===== src/rtl/ivp_pkg.sv =====
// Purpose: constants for the interrupt vector and priority map
// Assumes: one system clock, synchronous active-high reset
// Notes:   vector addresses are 16-bit byte addresses of the table
package ivp_pkg;
	localparam int                NUM_MASKABLE   = 23;
	localparam int                PRIO_WIDTH     = 5;
	localparam int                VEC_WIDTH      = 16;
	localparam logic [15:0]       VEC_WATCHDOG   = 16'h0004;
	localparam logic [15:0]       VEC_BREAK      = 16'h003E;
	localparam logic [15:0]       VEC_FIRST_MASK = 16'h0004;
	localparam logic [15:0]       VEC_STEP       = 16'h0002;
	localparam logic [15:0]       VEC_NONE       = 16'h0000;
	localparam int                PRIO_WATCHDOG  = 0;
	localparam int                PRIO_PIN_FIRST = 1;
	localparam int                PRIO_SERIAL0   = 9;
	localparam int                PRIO_SERIAL1   = 10;
	localparam int                PRIO_SERIAL3   = 11;
	localparam int                PRIO_TIMER_A   = 12;
	localparam int                PRIO_TIMER_B   = 13;
	localparam int                PRIO_ASYNC_ERR = 14;
	localparam int                PRIO_ASYNC_RX  = 15;
	localparam int                PRIO_ASYNC_TX  = 16;
	localparam int                PRIO_BASIC     = 17;
	localparam int                PRIO_WIDE0     = 18;
	localparam int                PRIO_WIDE1     = 19;
	localparam int                PRIO_HB_DATA   = 20;
	localparam int                PRIO_HB_STAT   = 21;
	localparam int                PRIO_CONV      = 22;
	localparam int                NUM_PINS       = 8;
	localparam logic [1:0]        WDT_MODE_INTERVAL = 2'h0;
	localparam logic [1:0]        WDT_MODE_ONE      = 2'h1;
	// vector kind reported to the core
	typedef enum logic [1:0] {
		IVP_KIND_NONE,
		IVP_KIND_NMI,
		IVP_KIND_MASKABLE,
		IVP_KIND_BREAK
	} ivp_kind_t;
endpackage


===== src/rtl/ivp_arb_if.sv =====
// Purpose: carries pending requests to the arbiter and its result back
// Assumes: single clock domain
// Notes:   arbiter is purely combinational
`timescale 1ns/1ns
`default_nettype none
interface ivp_arb_if;
	logic [ivp_pkg::NUM_MASKABLE-1:0] pending;
	logic                             found;
	logic [ivp_pkg::PRIO_WIDTH-1:0]   winner;
	modport owner (output pending, input found, input winner);
	modport arbiter (input pending, output found, output winner);
endinterface
`default_nettype wire


===== src/rtl/ivp_arbiter.sv =====
// Purpose: fixed-priority pick among pending maskable requests
// Assumes: bit index equals default priority
// Notes:   bit 0 is the highest priority
`timescale 1ns/1ns
`default_nettype none
module ivp_arbiter (
	ivp_arb_if.arbiter arb
);
	// scan from lowest priority upward so the smallest index wins
	always_comb begin
		arb.found  = 1'b0;
		arb.winner = '0;
		for (int i = ivp_pkg::NUM_MASKABLE - 1; i >= 0; i--) begin
			if (arb.pending[i]) begin
				arb.found  = 1'b1;
				arb.winner = i[ivp_pkg::PRIO_WIDTH-1:0];
			end
		end
	end
endmodule
`default_nettype wire


===== src/rtl/ivp_map.sv =====
// Purpose: interrupt source table, pending latches and vector selection
// Assumes: source pulses come from logic on clk_i; pin edges are
//          asynchronous levels detected here
// Notes:   one vector offered at a time, held until acknowledged
`timescale 1ns/1ns
`default_nettype none
module ivp_map #(
	parameter bit HAS_ASYNC_SERIAL = 1'b1,
	parameter bit HAS_HOME_BUS     = 1'b1
) (
	input  wire logic        clk_i,
	input  wire logic        reset_i,
	input  wire logic [1:0]  watchdog_mode_i,
	input  wire logic        watchdog_overflow_request_i,
	input  wire logic [7:0]  pin_edge_level_i,
	input  wire logic        clocked_serial_zero_done_i,
	input  wire logic        clocked_serial_one_done_i,
	input  wire logic        clocked_serial_three_done_i,
	input  wire logic        byte_timer_a_match_i,
	input  wire logic        byte_timer_b_match_i,
	input  wire logic        async_rx_error_i,
	input  wire logic        async_rx_done_i,
	input  wire logic        async_tx_done_i,
	input  wire logic        basic_timer_match_request_i,
	input  wire logic        wide_timer_channel_zero_request_i,
	input  wire logic        wide_timer_channel_one_request_i,
	input  wire logic        home_bus_data_request_i,
	input  wire logic        home_bus_status_request_i,
	input  wire logic        conversion_done_request_i,
	input  wire logic        software_break_instruction_i,
	input  wire logic        ack_i,
	output logic             request_o,
	output logic [1:0]       kind_o,
	output logic [15:0]      vector_o,
	output logic [4:0]       priority_o,
	output logic [22:0]      pending_o
);
	////////////////////////////////////////////////////////////////////
	typedef ivp_pkg::ivp_kind_t ivp_kind_t;

	typedef struct packed {
		logic [ivp_pkg::NUM_PINS-1:0]     pin_meta;
		logic [ivp_pkg::NUM_PINS-1:0]     pin_sync;
		logic [ivp_pkg::NUM_PINS-1:0]     pin_prev;
		logic [ivp_pkg::NUM_MASKABLE-1:0] pending;
		logic                             nmi_pending;
		logic                             break_pending;
		logic                             request;
		ivp_kind_t                        kind;
		logic [ivp_pkg::VEC_WIDTH-1:0]    vector;
		logic [ivp_pkg::PRIO_WIDTH-1:0]   prio;
	} ivp_state_t;

	ivp_state_t                       st;
	ivp_state_t                       next_st;
	logic [ivp_pkg::NUM_MASKABLE-1:0] raw;
	logic [ivp_pkg::NUM_PINS-1:0]     pin_rise;
	logic                             nmi_raw;

	ivp_arb_if arb ();

	ivp_arbiter u_arbiter (
		.arb (arb)
	);

	////////////////////////////////////////////////////////////////////
	// map each maskable source onto its default priority bit, the mode-one watchdog onto nmi_raw
	always_comb begin
		raw      = '0;
		pin_rise = st.pin_sync & ~st.pin_prev; // rising edge, synced
		nmi_raw  = watchdog_overflow_request_i
			&& (watchdog_mode_i == ivp_pkg::WDT_MODE_ONE);
		raw[ivp_pkg::PRIO_WATCHDOG] = watchdog_overflow_request_i
			&& (watchdog_mode_i == ivp_pkg::WDT_MODE_INTERVAL);
		raw[ivp_pkg::PRIO_PIN_FIRST +: ivp_pkg::NUM_PINS] = pin_rise;
		raw[ivp_pkg::PRIO_SERIAL0] = clocked_serial_zero_done_i;
		raw[ivp_pkg::PRIO_SERIAL1] = clocked_serial_one_done_i;
		raw[ivp_pkg::PRIO_SERIAL3] = clocked_serial_three_done_i;
		raw[ivp_pkg::PRIO_TIMER_A] = byte_timer_a_match_i;
		raw[ivp_pkg::PRIO_TIMER_B] = byte_timer_b_match_i;
		// async serial slots are empty in the reduced variant
		raw[ivp_pkg::PRIO_ASYNC_ERR] = HAS_ASYNC_SERIAL
			&& async_rx_error_i;
		raw[ivp_pkg::PRIO_ASYNC_RX]  = HAS_ASYNC_SERIAL
			&& async_rx_done_i;
		raw[ivp_pkg::PRIO_ASYNC_TX]  = HAS_ASYNC_SERIAL
			&& async_tx_done_i;
		raw[ivp_pkg::PRIO_BASIC] = basic_timer_match_request_i;
		raw[ivp_pkg::PRIO_WIDE0] = wide_timer_channel_zero_request_i;
		raw[ivp_pkg::PRIO_WIDE1] = wide_timer_channel_one_request_i;
		raw[ivp_pkg::PRIO_HB_DATA] = HAS_HOME_BUS
			&& home_bus_data_request_i;
		raw[ivp_pkg::PRIO_HB_STAT] = HAS_HOME_BUS
			&& home_bus_status_request_i;
		raw[ivp_pkg::PRIO_CONV] = conversion_done_request_i;
	end

	assign arb.pending = st.pending;

	////////////////////////////////////////////////////////////////////
	// latch requests, offer one vector, clear the taken one on ack
	always_comb begin
		next_st          = st;
		next_st.pin_meta = pin_edge_level_i;
		next_st.pin_sync = st.pin_meta;
		next_st.pin_prev = st.pin_sync;
		// retire the offered source; a new event in the same cycle wins
		if (st.request && ack_i) begin
			next_st.request = 1'b0;
			case (st.kind)
				ivp_pkg::IVP_KIND_NMI:      next_st.nmi_pending = 1'b0;
				ivp_pkg::IVP_KIND_BREAK:    next_st.break_pending = 1'b0;
				ivp_pkg::IVP_KIND_MASKABLE: next_st.pending[st.prio] = 1'b0;
				default:                    next_st.request = 1'b0;
			endcase
		end
		next_st.pending     = next_st.pending | raw;
		next_st.nmi_pending = next_st.nmi_pending | nmi_raw;
		next_st.break_pending = next_st.break_pending
			| software_break_instruction_i;
		// pick a new offer when none is outstanding or the outstanding one is acknowledged
		if (!st.request || ack_i) begin
			next_st.request = 1'b0;
			next_st.kind    = ivp_pkg::IVP_KIND_NONE;
			next_st.vector  = ivp_pkg::VEC_NONE;
			next_st.prio    = '0;
			if (st.nmi_pending && !(st.request && ack_i
				&& st.kind == ivp_pkg::IVP_KIND_NMI)) begin
				next_st.request = 1'b1;
				next_st.kind    = ivp_pkg::IVP_KIND_NMI;
				next_st.vector  = ivp_pkg::VEC_WATCHDOG;
			end else if (st.break_pending && !(st.request && ack_i
				&& st.kind == ivp_pkg::IVP_KIND_BREAK)) begin
				next_st.request = 1'b1;
				next_st.kind    = ivp_pkg::IVP_KIND_BREAK;
				next_st.vector  = ivp_pkg::VEC_BREAK;
			end else if (arb.found && !(st.request && ack_i
				&& st.kind == ivp_pkg::IVP_KIND_MASKABLE
				&& st.prio == arb.winner)) begin
				next_st.request = 1'b1;
				next_st.kind    = ivp_pkg::IVP_KIND_MASKABLE;
				next_st.prio    = arb.winner;
				next_st.vector  = ivp_pkg::VEC_FIRST_MASK
					+ ivp_pkg::VEC_STEP
					* {11'h000, arb.winner};
			end
		end
	end

	////////////////////////////////////////////////////////////////////
	// state register
	always_ff @(posedge clk_i) begin
		if (reset_i) begin
			st <= '0;
		end else begin
			st <= next_st;
		end
	end

	////////////////////////////////////////////////////////////////////
	// outputs straight from state
	assign request_o  = st.request;
	assign kind_o     = st.kind;
	assign vector_o   = st.vector;
	assign priority_o = st.prio;
	assign pending_o  = st.pending;
endmodule
`default_nettype wire


===== config.mk =====
export PLATFORM = sky130hd
export DESIGN_NAME = ivp_map
export DESIGN_NICKNAME = d
export VERILOG_FILES = /design/src/rtl/ivp_pkg.sv /design/src/rtl/ivp_arb_if.sv /design/src/rtl/ivp_arbiter.sv /design/src/rtl/ivp_map.sv
export SDC_FILE = /design/constraint.sdc
export NUM_CORES = 1
export LEC_CHECK = 0
export BUFFER_PORTS_ARGS = -buffer_cell sky130_fd_sc_hd__buf_4
export CORE_AREA = 2 2 81 83
export DETAILED_ROUTE_END_ITERATION = 10
export DIE_AREA = 0 0 83 85
export PLACE_DENSITY = 0.74
export SYNTH_ARGS = -nofsm -noshare
export SYNTH_HDL_FRONTEND = slang
export SYNTH_SLANG_ARGS = --single-unit

===== constraint.sdc =====
create_clock -name clk_i -period 3.45 [get_ports clk_i]
set_input_delay 0.1725 -clock clk_i [delete_from_list [all_inputs] [get_ports clk_i]]
set_output_delay 0.1725 -clock clk_i [all_outputs]
set_load 0.03 [all_outputs]

==> results.txt, run 1 <==
outcome - completed
min-delay src - pin_edge_level_i[7]
antenna cell count - 0
Routed Antenna Nets - 0
sequential area share after synthesis - 42.2%
synthesis-to-finish area growth - 13.2%
grt total ovfl - 0
Worst Tran Pin Value - 0.856 ns
initial antenna violation count - 0
Initial Util - 48.1%
Post-CTS Setup Bufs - 0
vias - 2,384
PwrDens - 522 nW/µm²
multi-input logic area - 1280 µm²
Critical path origin - pending_o[9]$_SDFF_PP0_
worst vdd ir - 0.327 mV
DR WL/cell - 13.4 µm
DRC Markers - 0
Worst Setup Path Type - flop to flop
Reg power frac - 46.6%
switching pwr - 0.525 mW
die height - 85 µm
Syn Area/Cell - 8.58 µm²
register area - 1260 µm²
Max Cap Viol - 0
Reg-to-Reg Start - pending_o[9]$_SDFF_PP0_
Critical Path Max Stage Delay - 0.65 ns
FF+latch count, synth - 63
global-route wire length before repair - 10,400 µm
commonest non-fill, non-tap cell in the layout - buf_4
switching part of the total - 29.8%
CTS sink count - 63
WP data arrival - 2.92 ns
RePlAce Congestion - 0.838
drt first-iter violations - 166
DIE WIDTH - 83 µm
Setup Viol. Count Final - 0
CTS tree - built
setup TNS - 0 ns
# rows - 29
Core Box Area - 6200 µm²
Pins Over Slew Limit - 0
# IOs - 76
CP top delay family - simple AND/OR/NAND/NOR gates
layout cells sized above 1 - 23.0%
vias per cell - 5.19
clk_skew - 0.00729 ns
CTS root buffer - clkbuf_8
most frequent cells in the layout - 65 x buf_4, 63 x dfxtp_1, 34 x a21oi_1
layout filler cell count - 614
I/O Buffers - 65
clock network fraction of design power - 33.3%
Netlist cell types - 48
slew margin rel. - 42.8%
final setup margin - 0.716 ns
die area - 7060 µm²
final net count - 408
number of enable flip-flop cells after synthesis - 0
Critical Path Sink Type - flop
Pleak - 1.44 nW
Netlist Area Pre-Place - 2990 µm²
Crit-path slowest cell - or4_1
TritonRoute pass-1 iters - 4
routed wire length - 6160 µm
combinational power share - 20.1%
GRT Total Usage - 18.3%
Resize count post-CTS - 0
type of origin of the critical path - flop
Num CTS Buffers - 9
Final min period - 2.73 ns
Synth Flop Type - dfxtp_1
highest clock rate - 366 MHz
vias in the first global route - 2,190
Hold/Removal Path Class - input pin to flop
dpl hpwl - 4530 µm
FFs w/ async S/R, synth - 0%
clk slew on worst S/H paths - 0.07 ns
Skew-Pair Late Insertion Delay - 0.33 ns
Final Power - 1.76 mW
Hold Buf Count CTS - 0
yosys synthesis warning count - 0
RSZ-0062 raised after global routing - false
H-Tree Depth - 3
dpl ws - 0.773 ns
CP Max Fanout - 8
pin count of the biggest net entering global routing - 63
Post-Syn Instances - 348
cells along the critical path - or4_1, nor3_1, o21ai_1, xnor2_2, nor4b_4, nand3_1, nand2_2, a21oi_1
Final period util - 79.3%
Worst Path Buf+Inv - 0
Final Hold Vio Count - 0
clk buf depth - 2
CP required - 3.64 ns
Int Pwr - 1.24 mW
[final cells by class]
| class | instances | share of cell area (%) |
|---|---|---|
| multi-input combinational | 218 | 37.8 |
| sequential | 63 | 37.3 |
| timing repair buffer | 65 | 14.4 |
| clock buffer | 11 | 3.89 |
| tap | 77 | 2.85 |
| inverter | 21 | 2.33 |
| clock inverter | 4 | 1.41 |
[through the flow]
stage                     hold WS [ns]  cell area [µm²]  cells  util (%)
after floorplan                  0.293             3020    357         -
after global placement           0.384             3200    444      51.6
after detailed placement         0.387             3200    444      51.6
after CTS                       0.0363             3380    459      54.5
after global routing            0.0360             3380    459      54.5
final                           0.0478             3380    459      54.5
[power by group through the flow]
stage / combinational, mW / sequential (mW) / clock, mW
final: 0.354 / 0.822 / 0.588
after global routing: 0.386 / 0.830 / 0.637
after CTS: 0.357 / 0.821 / 0.602
after detailed placement: 0.355 / 0.837 / 0
after global placement: 0.352 / 0.835 / 0
after floorplan: 0.301 / 0.823 / 0
[registers in the layout, indices dropped and copies added, names as in the netlist]
| register | count |
|---|---|
| st | 10 |
| priority_o | 5 |
| request_o | 1 |
| pending_o | 23 |
| kind_o | 2 |
| next_st | 16 |
| vector_o | 6 |
[logic make-up (layout without fill, tap and decap cells)]
logic type                 count (synthesis)  count (layout)  synth area share (%)
AOI/OAI and AO/OA                         87              87                  17.4
and+or+nand+nor                          116             116                  22.2
adders and majority gates                  1               1                 0.419
DFF                                       63              63                  42.2
buffers and inverters                     76             101                  16.2
xor gates and xnor gates                   4               4                  1.42
other                                      1              10                 0.126
[per-layer routing]
| metal | track usage, % | part of all wire, % | vias to the layer above |
|---|---|---|---|
| met2 | 26.2 | 44 | 87 |
| met5 | 0 | 0 | - |
| met3 | 6.71 | 7.8 | 12 |
| met1 | 25.4 | 46 | 1080 |
| met4 | 6.26 | 1.6 | 0 |
| li1 | - | - | 1205 |
[cells in the mapped netlist, types with 2 or more instances]
master	count	area, µm²
buf_4	46	345
o31ai_1	3	22.5
o41ai_2	2	32.5
nor3_1	5	25.0
dfxtp_1	63	1260
nand3_1	16	80.1
inv_1	20	75.1
a21oi_1	34	170
nor2b_1	29	181
nand4_1	4	25.0
xor2_1	2	17.5
nand3b_1	3	22.5
nand2b_1	13	81.3
or4_1	3	22.5
nor2_1	16	60.1
o21ai_0	30	150
a31oi_1	5	31.3
nand2_1	11	41.3
and3_1	3	18.8
clkbuf_1	5	18.8
o311ai_0	2	17.5
nor4_1	7	43.8
[final timing paths]
kind	to	slack, ns	depth (start not counted)
worst min-delay path	next_st[64]$_SDFF_PP0_	0.05	2
worst max register to register	request_o$_SDFFE_PP0P_	0.72	8
worst max-delay path	request_o$_SDFFE_PP0P_	0.72	8
worst min register to register	next_st[54]$_SDFF_PP0_	0.44	1
(Power assumes the default switching activity.)
==> run 2, diff against run 1 <==
Settings changed: CORE_AREA 2 2 81 83 to 2 2 82 84, DIE_AREA 0 0 83 85 to 0 0 84 86, PLACE_DENSITY 0.74 to 0.75.
Clock period 3.45 ns to 2.5 ns, I/O delays scaled along.
==> results.txt, run 2 (synthesized netlist as in run 1, its figures left out) <==
TritonRoute pass-1 iters - 5 (+1)
dpl hpwl - 5020 µm (+11%)
type of origin of the critical path - flop
# rows - 29 (unchanged)
grt total ovfl - 0 (unchanged)
pin count of the biggest net entering global routing - 62 (-1.6%)
drt first-iter violations - 217 (+31%)
final net count - 438 (+7.4%)
Critical Path Sink Type - flop
worst vdd ir - 0.611 mV (+87%)
layout cells sized above 1 - 28.2% (+5.2 points)
clk slew on worst S/H paths - 0.07 ns (about the same)
synthesis-to-finish area growth - 24.5%
CTS tree - built
highest clock rate - 403 MHz (+10%)
Pleak - 1.62 nW (+12%)
worst hold path cell count - 3 (+1)
Inst Count DP - 463 (+4.3%)
die area - 7220 µm² (+2.4%)
Worst Tran Pin Value - 0.618 ns (-0.238 ns)
clk buf depth - 2 (unchanged)
Skew-Pair Late Insertion Delay - 0.33 ns (about the same)
PwrDens - 741 nW/µm² (+42%)
routed wire length - 6960 µm (+13%)
Max Cap Viol - 0 (unchanged)
RePlAce Congestion - 0.883 (+5.3%)
Final Hold Vio Count - 0 (unchanged)
CTS sink count - 63 (unchanged)
DRC Markers - 0 (unchanged)
GRT Total Usage - 19.8% (+1.6 points)
CTS root buffer - clkbuf_8
Num CTS Buffers - 9 (unchanged)
Initial Util - 47.6% (-0.56 points)
die height - 86 µm (+1.2%)
max reg flops - 23 (unchanged)
slew margin rel. - 58.8% (+16 points)
Setup Viol. Count Final - 0 (unchanged)
hold endpoint - pending_o[15]$_SDFF_PP0_
clk_skew - 0.00721 ns (-0.0000771 ns)
CP Max Fanout - 8 (unchanged)
initial antenna violation count - 0 (unchanged)
Reg-to-Reg Start - pending_o[13]$_SDFF_PP0_
most frequent cells in the layout - 87 x buf_4, 61 x dfxtp_1, 34 x a21oi_1
antenna cell count - 0 (unchanged)
vias in the first global route - 2,380 (+8.7%)
RSZ-0062 raised after global routing - true
r2r endpoint - vector_o[4]$_SDFFE_PP0P_
I/O Buffers - 65 (unchanged)
layout filler cell count - 559 (-9.0%)
Pins Over Slew Limit - 0 (unchanged)
vias - 2,608 (+9.4%)
Core Box Area - 6280 µm² (+1.2%)
Worst Setup Path Type - flop to flop
# IOs - 76 (unchanged)
DIE WIDTH - 84 µm (+1.2%)
flop-to-flop setup slack - 0.02 ns (-0.69 ns)
outcome - completed
Final min period - 2.48 ns (-0.256 ns)
Final period util - 99.1% (+20 points)
CP required - 2.69 ns (-0.95 ns)
WP data arrival - 2.67 ns (-0.25 ns)
DR WL/cell - 14.3 µm (+6.2%)
H-Tree Depth - 3 (unchanged)
global-route wire length before repair - 11,500 µm (+10%)
Routed Antenna Nets - 0 (unchanged)
Hold/Removal Path Class - input pin to flop
commonest non-fill, non-tap cell in the layout - buf_4
R2R cell count - 9 (+1)
fin cells - 488 (+6.3%)
min-delay src - async_rx_done_i
setup TNS - 0 ns (unchanged)
vias per cell - 5.34 (+2.9%)
run 2: cell types whose count changed in the layout (fill, tap and decap cells not counted), sizes merged:
| cell | delta |
|---|---|
| bufinv | +2 |
| clkbuf | -1 |
| clkinvlp | -1 |
| dlygate4sd3 | +8 |
| buf | +22 |
| clkinv | -1 |
run 2: metal layers:
metal	global-route usage [%]	vias to the layer above	part of all wire, %
met5	0	-	0
met4	7.04	0	1.3
met3	5.77	11	7.8
met2	31.5	120	46
met1	25.9	1209	45
li1	-	1268	-
run 2: area by class of cell:
type,instances,area [µm²],area share (%)
Sequential cell,63,1260,34.0
Inverter,21,78.8,2.12
Multi-Input combinational cell,218,1310,35.3
Tap cell,77,96.3,2.59
Timing Repair Buffer,95,733,19.7
Clock buffer,10,138,3.70
Clock inverter,4,95.1,2.56
run 2: timing repair:
action | in CTS | in global routing
endpoints found under the setup margin | 8 | 12
pin swaps | 1 | 6
resized for setup | 3 | 6
buffers inserted | 1 | 2
endpoints found under the hold margin | 7 | 1
hold buffers | 7 | 1
run 2: critical path, cell delays in order, from the launching register on:
cell and delay [ns]:
dfxtp_2 0.35, or4_4 0.57, o211ai_4 0.22, xor2_1 0.17, nand4_1 0.16, nor4b_4 0.29
buf_4 0.19, nand3_2 0.12, nand2_4 0.17, o22ai_1 0.08
run 2: metrics by stage:
step / hold WS (ns) / utilization (%) / worst slack (ns) / total power, mW / cell area, µm²
6_report: 0.0217 / 59.2 / 0.0214 / 2.75 / 3720
2_1_floorplan: 0.246 / - / 0.0789 / 1.55 / 3020
3_5_place_dp: 0.339 / 53.3 / -0.0218 / 1.69 / 3340
4_1_cts: 0.0102 / 58.5 / 0.0279 / 2.75 / 3670
3_3_place_gp: 0.336 / 53.3 / 0.0504 / 1.68 / 3340
5_1_grt: 0.0143 / 59.2 / -0.0995 / 2.88 / 3720
run 2: where the power goes:
part / switching, mW / leakage, nW / internal (mW)
clock network: 0.368 / 0.118 / 0.677
logic: 0.338 / 0.981 / 0.244
registers: 0.0575 / 0.521 / 1.07
run 2: worst max path at each step:
stage / startpoint / to / slack, ns / depth (start not counted)
4_1_cts: pending_o[10]$_SDFF_PP0_ / vector_o[5]$_SDFFE_PP0P_ / 0.03 / 9
3_5_place_dp: pending_o[10]$_SDFF_PP0_ / vector_o[4]$_SDFFE_PP0P_ / -0.02 / 8
5_1_grt: pending_o[13]$_SDFF_PP0_ / vector_o[5]$_SDFFE_PP0P_ / -0.1 / 9
2_1_floorplan: pending_o[10]$_SDFF_PP0_ / priority_o[1]$_SDFFE_PP0P_ / 0.08 / 9
3_3_place_gp: pending_o[10]$_SDFF_PP0_ / priority_o[1]$_SDFFE_PP0P_ / 0.05 / 8
6_report: pending_o[13]$_SDFF_PP0_ / vector_o[4]$_SDFFE_PP0P_ / 0.02 / 9
